**config.mk**
```make
export PLATFORM = sky130hd
export DESIGN_NAME = dll_clock_control
export DESIGN_NICKNAME = d
export VERILOG_FILES = /design/src/inc/dll_clock_control_pkg.sv /design/src/logic/loop_integrator.sv /design/src/logic/dll_clock_control.sv
export VERILOG_INCLUDE_DIRS = /design/src /design/src/inc
export SDC_FILE = /design/constraint.sdc
export NUM_CORES = 1
export LEC_CHECK = 0
export BUFFER_PORTS_ARGS = -buffer_cell sky130_fd_sc_hd__buf_2
export CAP_MARGIN = 5
export CORE_AREA = 2 2 132 70
export DETAILED_ROUTE_END_ITERATION = 8
export DIE_AREA = 0 0 134 72
export GPL_ROUTABILITY_DRIVEN = 0
export PLACE_DENSITY_LB_ADDON = 0.15
export SLEW_MARGIN = 20
export SYNTH_ARGS = -nofsm -noshare
export SYNTH_HDL_FRONTEND = slang
export SYNTH_HIERARCHICAL = 1
export SYNTH_SLANG_ARGS = --single-unit
```
**constraint.sdc**
```tcl
create_clock -name mclk -period 2.9 [get_ports mclk]
set_input_delay 0.58 -clock mclk [delete_from_list [all_inputs] [get_ports mclk]]
set_output_delay 0.58 -clock mclk [all_outputs]
set_load 0.005 [all_outputs]
```
**src/inc/dll_clock_control_params.svh**
```systemverilog
// Register offsets, field positions, reset values for the loop clock control.
// Assumes 16-bit registers on a 12-bit word address space.
`ifndef DLL_CLOCK_CONTROL_PARAMS_SVH
`define DLL_CLOCK_CONTROL_PARAMS_SVH

// ****************************************
// Offsets
// ****************************************
`define OFS_LOOP_CTRL_STATUS 12'hA87
`define OFS_LOOP_TRIM_VALUES 12'hA88
`define OFS_LOOP_CLKSEL_TEN 12'hA89

// ****************************************
// Control and status fields
// ****************************************
`define POS_LOOP_BANDWIDTH 15
`define POS_OUT_CLK_INVERT 14
`define POS_CHARGE_CUR_HI 13
`define POS_CHARGE_CUR_LO 12
`define POS_PHASE_ADJ_HI 11
`define POS_PHASE_ADJ_LO 8
`define POS_POWER_OFF 7
`define POS_TRIM_SOURCE 6
`define POS_EXT_REF 5
`define POS_MONITOR_SEL 4
`define POS_FREQ_RANGE_HI 3
`define POS_FREQ_RANGE_LO 2
`define POS_DIFF_DRV_CUR 1
`define POS_LOCK 0
`define RST_CTRL_STATUS 16'h0080

// ****************************************
// Trim and clock select fields
// ****************************************
`define POS_BANDGAP_HI 15
`define POS_BANDGAP_LO 13
`define POS_CORE_BIAS_HI 12
`define POS_CORE_BIAS_LO 11
`define POS_SOURCE_BIAS_HI 10
`define POS_SOURCE_BIAS_LO 8
`define RST_TRIM_HIGH 8'h00
`define POS_CLK_SOURCE 15
`define POS_TEN_HI 13
`define POS_TEN_LO 11
`define RST_CLKSEL_TEN 16'h0000
`define TRIM_ENABLE_KEY 3'h5

// ****************************************
// Loop integrator
// ****************************************
`define INTEG_MIDSCALE 16'h8000
`define INTEG_STEP_NORMAL 16'h0001
`define INTEG_STEP_HIGH 16'h0010

`endif

```
**src/inc/dll_clock_control_pkg.sv**
```systemverilog
// Types shared by the loop clock control and its integrator.
// Assumes the params header is included by the design files.
package dll_clock_control_pkg;

    typedef enum logic [0:0] {
        TRIM_FROM_FUSE = 1'b0,
        TRIM_FROM_SERIAL = 1'b1
    } trim_src_t;

    typedef enum logic [0:0] {
        BW_NORMAL = 1'b0,
        BW_HIGH = 1'b1
    } loop_bw_t;

endpackage

```
**src/logic/loop_integrator.sv**
```systemverilog
// Digital loop integrator steering the delay line code.
// Assumes phase up/down pulses are already in the mclk domain.
`include "dll_clock_control_params.svh"

module loop_integrator
    import dll_clock_control_pkg::*;
(
    input wire logic mclk,
    input wire logic reset_n,
    input wire logic loopRun,
    input wire loop_bw_t bwSel,
    input wire logic phaseUp,
    input wire logic phaseDn,
    output logic [7:0] delayCode
);

    logic [15:0] acc_q;
    logic [15:0] step;

    // 12-bit integrator is the 16-bit one with the low four bits skipped
    assign step = (bwSel == BW_HIGH) ? `INTEG_STEP_HIGH : `INTEG_STEP_NORMAL;

    // ****************************************
    // Accumulator
    // ****************************************
    always_ff @(posedge mclk or negedge reset_n)
    begin
        if (!reset_n)
        begin
            acc_q <= `INTEG_MIDSCALE;
        end
        else if (!loopRun)
        begin
            acc_q <= `INTEG_MIDSCALE;
        end
        else if (phaseUp && !phaseDn && (acc_q <= 16'hFFFF - step))
        begin
            acc_q <= acc_q + step;
        end
        else if (phaseDn && !phaseUp && (acc_q >= step))
        begin
            acc_q <= acc_q - step;
        end
    end

    assign delayCode = acc_q[15:8];
endmodule

```
**src/logic/dll_clock_control.sv**
```systemverilog
// Loop clock control: register file, trim source choice, lock status.
// Assumes a serial-port decoder drives the register strobes on mclk;
// lock, fuse and phase detector signals arrive asynchronously.
`include "dll_clock_control_params.svh"

module dll_clock_control
    import dll_clock_control_pkg::*;
(
    input wire logic mclk,
    input wire logic reset_n,
    input wire logic [11:0] regAddr,
    input wire logic [15:0] regWrData,
    input wire logic regWrite,
    input wire logic regRead,
    output logic [15:0] regRdData,
    output logic regRdValid,
    input wire logic loopLockedRaw,
    input wire logic [7:0] fuseTrimRaw,
    input wire logic phaseUpRaw,
    input wire logic phaseDnRaw,
    output logic loopPowerDown,
    output logic datapathUsesRawClock,
    output logic loopLocked,
    output logic [7:0] delayCode,
    output logic [7:0] appliedTrim,
    output logic [2:0] bandgapTrim,
    output logic [1:0] coreBiasTrim,
    output logic [2:0] sourceBiasTrim,
    output logic [7:0] loopCtrlBits
);

    // ****************************************
    // Registers and synchronisers
    // ****************************************
    logic [15:0] ctrl_q;
    logic [7:0] trimHigh_q;
    logic [15:0] clkSel_q;
    logic lockMeta_q, lockSync_q;
    logic [7:0] fuseMeta_q, fuseSync_q;
    logic upMeta_q, upSync_q, dnMeta_q, dnSync_q;
    logic [15:0] rdData_q;
    logic rdValid_q;
    logic loopDown_q, rawClk_q, locked_q;
    logic [7:0] applied_q;
    logic [7:0] loopBits_q;
    logic [15:0] statusWord;
    logic [15:0] trimWord;
    logic serialTrimOk;
    trim_src_t trimSrc;
    logic [7:0] integCode;

    always_ff @(posedge mclk or negedge reset_n)
    begin
        if (!reset_n)
        begin
            lockMeta_q <= 1'b0;
            lockSync_q <= 1'b0;
            fuseMeta_q <= 8'h00;
            fuseSync_q <= 8'h00;
            upMeta_q <= 1'b0;
            upSync_q <= 1'b0;
            dnMeta_q <= 1'b0;
            dnSync_q <= 1'b0;
        end
        else
        begin
            lockMeta_q <= loopLockedRaw;
            lockSync_q <= lockMeta_q;
            fuseMeta_q <= fuseTrimRaw;
            fuseSync_q <= fuseMeta_q;
            upMeta_q <= phaseUpRaw;
            upSync_q <= upMeta_q;
            dnMeta_q <= phaseDnRaw;
            dnSync_q <= dnMeta_q;
        end
    end

    // ****************************************
    // Writable registers
    // ****************************************
    always_ff @(posedge mclk or negedge reset_n)
    begin
        if (!reset_n)
        begin
            ctrl_q <= `RST_CTRL_STATUS;
        end
        else if (regWrite && regAddr == `OFS_LOOP_CTRL_STATUS)
        begin
            ctrl_q <= regWrData;
        end
    end

    always_ff @(posedge mclk or negedge reset_n)
    begin
        if (!reset_n)
        begin
            trimHigh_q <= `RST_TRIM_HIGH;
        end
        else if (regWrite && regAddr == `OFS_LOOP_TRIM_VALUES)
        begin
            trimHigh_q <= regWrData[15:8];
        end
    end

    always_ff @(posedge mclk or negedge reset_n)
    begin
        if (!reset_n)
        begin
            clkSel_q <= `RST_CLKSEL_TEN;
        end
        else if (regWrite && regAddr == `OFS_LOOP_CLKSEL_TEN)
        begin
            clkSel_q <= regWrData & 16'hB800;
        end
    end

    // ****************************************
    // Read path
    // ****************************************
    // Lock bit is read-only; write data in its place is dropped
    assign statusWord = {ctrl_q[15:1], lockSync_q};
    // Low byte always shows fuses, so it tracks them from reset on
    assign trimWord = {trimHigh_q, fuseSync_q};

    always_ff @(posedge mclk or negedge reset_n)
    begin
        if (!reset_n)
        begin
            rdData_q <= 16'h0000;
            rdValid_q <= 1'b0;
        end
        else
        begin
            rdValid_q <= regRead;
            if (regRead)
            begin
                unique case (regAddr)
                    `OFS_LOOP_CTRL_STATUS: rdData_q <= statusWord;
                    `OFS_LOOP_TRIM_VALUES: rdData_q <= trimWord;
                    `OFS_LOOP_CLKSEL_TEN: rdData_q <= clkSel_q;
                    default: rdData_q <= 16'h0000;
                endcase
            end
        end
    end

    // ****************************************
    // Trim source and clock control
    // ****************************************
    assign trimSrc = trim_src_t'(ctrl_q[`POS_TRIM_SOURCE]);
    assign serialTrimOk = (trimSrc == TRIM_FROM_SERIAL) &&
        (clkSel_q[`POS_TEN_HI:`POS_TEN_LO] == `TRIM_ENABLE_KEY);

    always_ff @(posedge mclk or negedge reset_n)
    begin
        if (!reset_n)
        begin
            applied_q <= 8'h00;
            loopDown_q <= 1'b1;
            rawClk_q <= 1'b0;
            locked_q <= 1'b0;
            loopBits_q <= 8'h00;
        end
        else
        begin
            // Fuse value wins unless serial source is selected and the test key is present
            applied_q <= serialTrimOk ? trimHigh_q : fuseSync_q;
            loopDown_q <= ctrl_q[`POS_POWER_OFF];
            rawClk_q <= clkSel_q[`POS_CLK_SOURCE];
            locked_q <= lockSync_q;
            loopBits_q <= ctrl_q[15:8];
        end
    end

    loop_integrator integ (
        .mclk(mclk),
        .reset_n(reset_n),
        .loopRun(!loopDown_q),
        .bwSel(loop_bw_t'(ctrl_q[`POS_LOOP_BANDWIDTH])),
        .phaseUp(upSync_q),
        .phaseDn(dnSync_q),
        .delayCode(integCode)
    );

    assign regRdData = rdData_q;
    assign regRdValid = rdValid_q;
    assign loopPowerDown = loopDown_q;
    assign datapathUsesRawClock = rawClk_q;
    assign loopLocked = locked_q;
    assign delayCode = integCode;
    assign appliedTrim = applied_q;
    assign bandgapTrim = applied_q[7:5];
    assign coreBiasTrim = applied_q[4:3];
    assign sourceBiasTrim = applied_q[2:0];
    assign loopCtrlBits = loopBits_q;
endmodule

```
==> results of run 1 <==
-- cells in the mapped netlist (4+ instances only) --
cell type,instances,area [µm²]
sky130_fd_sc_hd__a32oi_1,5,43.8
sky130_fd_sc_hd__nand2_1,17,63.8
sky130_fd_sc_hd__buf_4,16,120
sky130_fd_sc_hd__nor2_1,10,37.5
sky130_fd_sc_hd__nand3_1,5,25.0
sky130_fd_sc_hd__mux2i_1,12,120
sky130_fd_sc_hd__mux2_4,4,60.1
sky130_fd_sc_hd__buf_2,7,35.0
sky130_fd_sc_hd__a22oi_1,23,173
sky130_fd_sc_hd__clkbuf_1,9,33.8
sky130_fd_sc_hd__o22ai_1,16,100
sky130_fd_sc_hd__inv_1,29,109
sky130_fd_sc_hd__dfrtp_1,98,2450
sky130_fd_sc_hd__mux2_2,35,394
sky130_fd_sc_hd__nand2b_1,13,81.3
sky130_fd_sc_hd__ha_1,7,87.6
-- layer usage --
metal	vias up	routed length (µm)	track usage, %
li1	1479	-	-
met1	1559	5280	36.4
met2	108	3960	30.1
met3	9	797	7.20
met4	0	90	5.44
met5	-	0	0
-- state kept, by name (all words and copies together) (netlist names), 4 cells and up --
register,cells
integ/acc_q,16
regRdData,16
ctrl_q,15
appliedTrim,8
fuseMeta_q,8
fuseSync_q,8
loopCtrlBits,8
trimHigh_q,8
clkSel_q,4
-- final timing paths --
| check | startpoint | end | slack (ns) | cells past startpoint |
|---|---|---|---|---|
| hold / removal | reset_n | trimHigh_q[1] | 0.28 | 1 |
| setup reg to reg | ctrl_q[15] | integ/acc_q[6] | 0.18 | 8 |
| setup / recovery | ctrl_q[15] | integ/acc_q[6] | 0.18 | 8 |
| hold reg to reg | fuseMeta_q[6] | fuseSync_q[6] | 0.35 | 0 |
| max in group asynchronous | reset_n | integ/acc_q[11] | 1.90 | 2 |
| min in group mclk | fuseTrimRaw[0] | fuseMeta_q[0] | 0.33 | 1 |
-- per-stage QoR --
stage | util, % | total power, W | hold slack [ns] | setup WS (ns) | instance area [µm²]
6_report | 63.4 | 0.00357 | 0.282 | 0.177 | 5350
5_1_grt | 63.4 | 0.00378 | 0.316 | 0.00807 | 5350
4_1_cts | 63.4 | 0.00359 | 0.313 | 0.212 | 5350
3_5_place_dp | 60.0 | 0.00244 | 0.335 | 0.229 | 5060
3_3_place_gp | 60.0 | 0.00241 | 0.334 | 0.275 | 5060
2_1_floorplan | - | 0.00226 | 0.284 | 0.438 | 4570
-- layout make-up --
class                   instances  area share, %
repair buffers                103           10.4
flip-flops and latches        101           47.3
well taps                     117           2.74
clock inverters                 6          0.866
multi-input cells             207           32.2
clock buffers                  10           4.47
inverters                      29           2.04
-- power by group through the flow --
stage	sequential, W	combinational (W)	clock (W)
final	0.00172	0.000707	0.00115
after CTS	0.00172	0.000707	0.00117
after global routing	0.00174	0.000787	0.00124
after floorplan	0.00168	0.000581	0
after global placement	0.00173	0.000675	0
after detailed placement	0.00174	0.000705	0
-- layout by cell type, fill, tap and decap left out, types with 3 or more instances in the layout --
| master | netlist | final |
|---|---|---|
| sky130_fd_sc_hd__dfrtp_1 | 98 | 98 |
| sky130_fd_sc_hd__buf_4 | 16 | 10 |
| sky130_fd_sc_hd__inv_1 | 29 | 29 |
| sky130_fd_sc_hd__mux2i_1 | 12 | 12 |
| sky130_fd_sc_hd__nor3_1 | 3 | 3 |
| sky130_fd_sc_hd__o21ai_0 | 3 | 3 |
| sky130_fd_sc_hd__mux2_2 | 35 | 35 |
| sky130_fd_sc_hd__nand4_1 | 3 | 3 |
| sky130_fd_sc_hd__and2_1 | 3 | 3 |
| sky130_fd_sc_hd__mux2_4 | 4 | 4 |
| sky130_fd_sc_hd__a22oi_1 | 23 | 23 |
| sky130_fd_sc_hd__and4b_1 | 3 | 3 |
| sky130_fd_sc_hd__nand3_1 | 5 | 5 |
| sky130_fd_sc_hd__nand2b_1 | 13 | 13 |
| sky130_fd_sc_hd__nor3b_1 | 3 | 3 |
| sky130_fd_sc_hd__dfstp_2 | 3 | 3 |
| sky130_fd_sc_hd__a32oi_1 | 5 | 5 |
| sky130_fd_sc_hd__clkbuf_16 | 0 | 9 |
| sky130_fd_sc_hd__nand2_1 | 17 | 17 |
| sky130_fd_sc_hd__o22ai_1 | 16 | 16 |
| sky130_fd_sc_hd__nor2b_1 | 3 | 3 |
| sky130_fd_sc_hd__ha_1 | 7 | 7 |
| sky130_fd_sc_hd__nor2_1 | 10 | 10 |
| sky130_fd_sc_hd__buf_2 | 7 | 92 |
| sky130_fd_sc_hd__a21oi_1 | 3 | 3 |
-- logic make-up after synthesis --
family	count (synthesis)	share of synthesized area (%)
flip-flops	101	55.4
AND/OR/NAND/NOR	85	12.1
buffers and inverters	64	7.09
AO/OA/AOI/OAI	62	10.5
multiplexers	52	12.8
adder cells (fa/ha/maj)	7	1.92
XOR/XNOR	1	0.192
==> reports/qor.json, run 1 <==
{
  "finalMaxSlewViolations": 0,
  "max_stage_delay_ns": 0.56,
  "ir_worst_vdd_v": 0.000351,
  "number_of_nets_produced_by_synthesis": 422,
  "total_area_of_multi_input_combinational_cells_um2": 1720,
  "ys_ff_latch": 101,
  "design.final.nets": 501,
  "regArea_um2": 2530,
  "worstSetupPathType": "flop to flop",
  "die_x_um": 134,
  "netlist-cell-type-count": 53,
  "leak_pwr_nw": 2.66,
  "clock_tree_buf_depth": 2,
  "comb_pwr_share_pct": 19.8,
  "layout-area-overhead-vs-synth_pct": 17.0,
  "clk-insertion-delay-late_ns": 0.34,
  "num_antenna_cells": 0,
  "report.final.setup_viol": 0,
  "cts_max_level": 3,
  "slowest_stage": "sky130_fd_sc_hd__a2111oi_4",
  "numPlacedInstances": 557,
  "detailed_place_hpwl_um": 7320,
  "clk_transition_reported_paths_ns": 0.07,
  "post_cts.resized_instances": 0,
  "synth_sequential_area_ratio_pct": 55.4,
  "die_area_um2": 9650,
  "grt_pass1_vias": 3058,
  "globalRouteOverflowTotal": 0,
  "cts_tree": "yes",
  "finalCritPeriodShare_pct": 93.9,
  "post_route_cells_drive_above_1_share_pct": 37.9,
  "final-instance-count-excl-fill": 573,
  "setup-tns-final_ns": 0,
  "worst_ep_arrival_time_ns": 2.99,
  "vertical_extent_of_the_die_um": 72,
  "placement.io_buffers": 93,
  "synth_enable_flop_cells": 0,
  "postRouteWirelength_um": 10100,
  "hp-class": "primary input to asynchronous set/reset pin",
  "slew_headroom_pct": 38.5,
  "boundaryPins": 95,
  "largest_net_degree_at_the_start_of_global_routing": 59,
  "postCtsSetupRepairBufs": 0,
  "number_of_antenna_violations_at_the_first_check_in_global_routing": 0,
  "syn_area_um2": 4570,
  "period_minus_slack_ns": 2.72,
  "synth-warning-count": 6,
  "p_per_area_nw_per_um2": 668,
  "synth_flop_cell": "sky130_fd_sc_hd__dfrtp_1",
  "critPathMostFrequentCell": "sky130_fd_sc_hd__ha_1",
  "startpoint_type": "flop",
  "status": "finished, final reports clean",
  "antenna_violating_nets_post_route": 0,
  "p_seq_share_pct": 48.2,
  "synthesis.area_per_instance_um2": 12.3,
  "critical_path.top_delay_family": "compound AO/OA/AOI/OAI gates",
  "post_synth_inst_count": 372,
  "switchingPower_w": 0.00109,
  "fmaxAchievable_ghz": 0.367,
  "finalClockSkew_ns": 0.00701,
  "wp_buf_inv": 1,
  "core.rowCount": 24,
  "max_cap_violations": 0,
  "clkSinkCount": 101,
  "drc": 0,
  "p_clk_share_pct": 32.1,
  "cellInternalPower_w": 0.00248,
  "tightestPinTransition_ns": 0.922,
  "grt_pass1_wl_um": 16700,
  "critical_path_rt_ns": 3.17,
  "first_iter_violations": 185,
  "synth-async-reset-ratio_pct": 100,
  "number_of_vias_in_the_routed_layout": 3155,
  "core_area_um2": 8440,
  "numCtsBuffers": 9,
  "groute.usage.overall_pct": 22.9,
  "timing.critical_path.to_type": "flop",
  "cp_max_fo": 6,
  "crit_chain": "inv_1 -> ha_1 -> ha_1 -> or3b_1 -> a2111oi_4 -> a211oi_1 -> a32oi_1 -> mux2i_1",
  "rsz0062_at_grt": "no",
  "clock-root-buffer": "sky130_fd_sc_hd__clkbuf_16",
  "power_switching_share_pct": 30.6,
  "start_util_pct": 54.1,
  "post_drt_via_cell_ratio": 5.51,
  "layout.filler_cells": 672,
  "detailedRoute.firstPassIterationCount": 4,
  "holdBufCountCts": 0,
  "detail_route.wl_per_cell_um": 17.7,
  "final_hold_violating_endpoints": 0
}
Note: power is estimated with default switching activity, not from simulation.
==> run 2, diff against run 1 <==
--- a/config.mk
+++ b/config.mk
@@ -8,11 +8,11 @@
 export LEC_CHECK = 0
 export BUFFER_PORTS_ARGS = -buffer_cell sky130_fd_sc_hd__buf_2
 export CAP_MARGIN = 5
-export CORE_AREA = 2 2 132 70
+export CORE_AREA = 2 2 85 107
 export DETAILED_ROUTE_END_ITERATION = 8
-export DIE_AREA = 0 0 134 72
+export DIE_AREA = 0 0 87 109
 export GPL_ROUTABILITY_DRIVEN = 0
-export PLACE_DENSITY_LB_ADDON = 0.15
+export PLACE_DENSITY_LB_ADDON = 0.1
 export SLEW_MARGIN = 20
 export SYNTH_ARGS = -nofsm -noshare
 export SYNTH_HDL_FRONTEND = slang
==> reports/qor.json, run 2 (synthesis results as in run 1) <==
{
  "tightestPinTransition": {"value": 0.855, "unit": "ns", "change": "-0.0672 ns"},
  "clock-root-buffer": "sky130_fd_sc_hd__clkbuf_8",
  "layout.filler_cells": {"value": 701, "change": "+4.3%"},
  "r2r_slack": {"value": 0.18, "unit": "ns", "change": "about the same"},
  "setup-tns-final": {"value": 0, "unit": "ns", "change": "unchanged"},
  "vertical_extent_of_the_die": {"value": 109, "unit": "µm", "change": "+51%"},
  "grt_pass1_wl": {"value": 15500, "unit": "µm", "change": "-7.1%"},
  "cts_tree": "yes",
  "start_util": {"value": 53.7, "unit": "%", "change": "-0.46 points"},
  "finalMaxSlewViolations": {"value": 0, "change": "unchanged"},
  "final_hold_violating_endpoints": {"value": 0, "change": "unchanged"},
  "critical_path_rt": {"value": 3.20, "unit": "ns", "change": "+0.03 ns"},
  "grt_pass1_vias": {"value": 3157, "change": "+3.2%"},
  "die_x": {"value": 87, "unit": "µm", "change": "-35%"},
  "rsz0062_at_grt": "no",
  "clkSinkCount": {"value": 101, "change": "unchanged"},
  "regArea": {"value": 2530, "unit": "µm²", "change": "unchanged"},
  "detailedRoute.firstPassIterationCount": {"value": 4, "change": "unchanged"},
  "num_antenna_cells": {"value": 0, "change": "unchanged"},
  "die_area": {"value": 9480, "unit": "µm²", "change": "-1.7%"},
  "leak_pwr": {"value": 2.63, "unit": "nW", "change": "-1.3%"},
  "boundaryPins": {"value": 95, "change": "unchanged"},
  "startpoint_type": "flop",
  "largest_net_degree_at_the_start_of_global_routing": {"value": 65, "change": "+10%"},
  "finalClockSkew": {"value": 0.0109, "unit": "ns", "change": "+0.00391 ns"},
  "post-route-worst-setup-slack": {"value": 0.178, "unit": "ns", "change": "+0.000201 ns"},
  "worst_ep_arrival_time": {"value": 3.02, "unit": "ns", "change": "+0.03 ns"},
  "total_area_of_multi_input_combinational_cells": {"value": 1720, "unit": "µm²", "change": "unchanged"},
  "core.rowCount": {"value": 38, "change": "+58%"},
  "groute.usage.overall": {"value": 21.7, "unit": "%", "change": "-1.2 points"},
  "worstSetupPathType": "flop to flop",
  "hp-class": "primary input to asynchronous set/reset pin",
  "period_minus_slack": {"value": 2.72, "unit": "ns", "change": "-0.000201 ns"},
  "fmaxAchievable": {"value": 0.367, "unit": "GHz", "change": "about the same"},
  "post_route_cells_drive_above_1_share": {"value": 37.9, "unit": "%", "change": "unchanged"},
  "layout-area-overhead-vs-synth_pct": 15.0,
  "ir_worst_vdd": {"value": 0.000364, "unit": "V", "change": "+3.6%"},
  "antenna_violating_nets_post_route": {"value": 0, "change": "unchanged"},
  "postCtsSetupRepairBufs": {"value": 0, "change": "unchanged"},
  "max_cap_violations": {"value": 0, "change": "unchanged"},
  "dp_worst_setup_slack": {"value": 0.165, "unit": "ns", "change": "-0.0638 ns"},
  "cts_max_level": {"value": 3, "change": "unchanged"},
  "number_of_antenna_violations_at_the_first_check_in_global_routing": {"value": 0, "change": "unchanged"},
  "status": "finished, final reports clean",
  "design.final.nets": {"value": 501, "change": "unchanged"},
  "p_per_area": {"value": 638, "unit": "nW/µm²", "change": "-4.5%"},
  "hold-worst-slack": {"value": 0.0358, "unit": "ns", "change": "-0.246 ns"},
  "clk-insertion-delay-late": {"value": 0.37, "unit": "ns", "change": "+0.03 ns"},
  "first_iter_violations": {"value": 133, "change": "-28%"},
  "number_of_vias_in_the_routed_layout": {"value": 3118, "change": "-1.2%"},
  "postRouteWirelength": {"value": 9530, "unit": "µm", "change": "-5.9%"},
  "layout_common_cells": "sky130_fd_sc_hd__dfrtp_1 (98), sky130_fd_sc_hd__buf_2 (92), sky130_fd_sc_hd__mux2_2 (35)",
  "post_drt_via_cell_ratio": {"value": 5.61, "change": "+1.8%"},
  "slew_headroom": {"value": 42.9, "unit": "%", "change": "+4.5 points"},
  "numCtsBuffers": {"value": 9, "change": "unchanged"},
  "detail_route.wl_per_cell": {"value": 17.1, "unit": "µm", "change": "-3.0%"},
  "clk_transition_reported_paths": {"value": 0.11, "unit": "ns", "change": "+0.04 ns"},
  "core_area": {"value": 8510, "unit": "µm²", "change": "+0.86%"},
  "clock_tree_buf_depth": {"value": 2, "change": "unchanged"},
  "layout_commonest_cell": "sky130_fd_sc_hd__dfrtp_1",
  "cp_max_fo": {"value": 6, "change": "unchanged"},
  "timing.critical_path.to_type": "flop",
  "finalCritPeriodShare": {"value": 93.9, "unit": "%", "change": "about the same"},
  "report.final.setup_viol": {"value": 0, "change": "unchanged"},
  "placement.io_buffers": {"value": 93, "change": "unchanged"},
  "globalRouteOverflowTotal": {"value": 0, "change": "unchanged"},
  "drc": {"value": 0, "change": "unchanged"},
  "detailed_place_hpwl": {"value": 6780, "unit": "µm", "change": "-7.4%"}
}
run 2: layout make-up:
cell class                      count  share of cell area (%)
Sequential cell                   101                    48.2
Tap cell                          100                    2.38
Clock inverter                      7                    1.67
Multi-Input combinational cell    207                    32.7
Inverter                           29                    2.07
Timing Repair Buffer              103                    10.6
Clock buffer                        9                    2.36
run 2: power by group:
group          leakage, nW  switching (W)  internal, W
clock                0.108       0.000523     0.000420
combinational         1.22       0.000349     0.000328
sequential            1.30       0.000195      0.00154
run 2: stage by stage:
stage | utilization, % | std cells | area, µm² | power, W
floorplan | - | 372 | 4570 | 0.00226
global placement | 59.2 | 540 | 5040 | 0.00240
detailed placement | 59.2 | 540 | 5040 | 0.00244
CTS | 61.7 | 556 | 5250 | 0.00338
global route | 61.7 | 556 | 5250 | 0.00355
finish | 61.7 | 556 | 5250 | 0.00335
run 2: routing by layer:
metal / part of all wire, % / up-vias / GRT usage, %
li1: - / 1478 / -
met4: 1.3 / 0 / 6.92
met5: 0 / - / 0
met2: 52 / 74 / 37.3
met3: 4.6 / 8 / 5.90
met1: 42 / 1558 / 26.4
run 2: worst max-delay path, cell delays in order, from the launching register on:
cell and delay, ns:
sky130_fd_sc_hd__dfrtp_1 0.45, sky130_fd_sc_hd__inv_1 0.13, sky130_fd_sc_hd__ha_1 0.20, sky130_fd_sc_hd__ha_1 0.17
sky130_fd_sc_hd__or3b_1 0.45, sky130_fd_sc_hd__a2111oi_4 0.52, sky130_fd_sc_hd__a21oi_2 0.15, sky130_fd_sc_hd__a22oi_1 0.23
sky130_fd_sc_hd__mux2_2 0.36
run 2: worst paths after layout:
kind | start | to | depth (start not counted)
min reg2reg | dnMeta_q | dnSync_q | 0
min in group mclk | fuseTrimRaw[7] | fuseMeta_q[7] | 1
min | reset_n | integ/acc_q[13] | 1
max | ctrl_q[15] | integ/acc_q[15] | 8
max in group asynchronous | reset_n | integ/acc_q[15] | 2
max reg2reg | ctrl_q[15] | integ/acc_q[15] | 8
run 2: repair_timing:
item / CTS / global route
hold buffers: 0 / 0
setup endpoints to repair: 0 / 1
resized for setup: 0 / 0
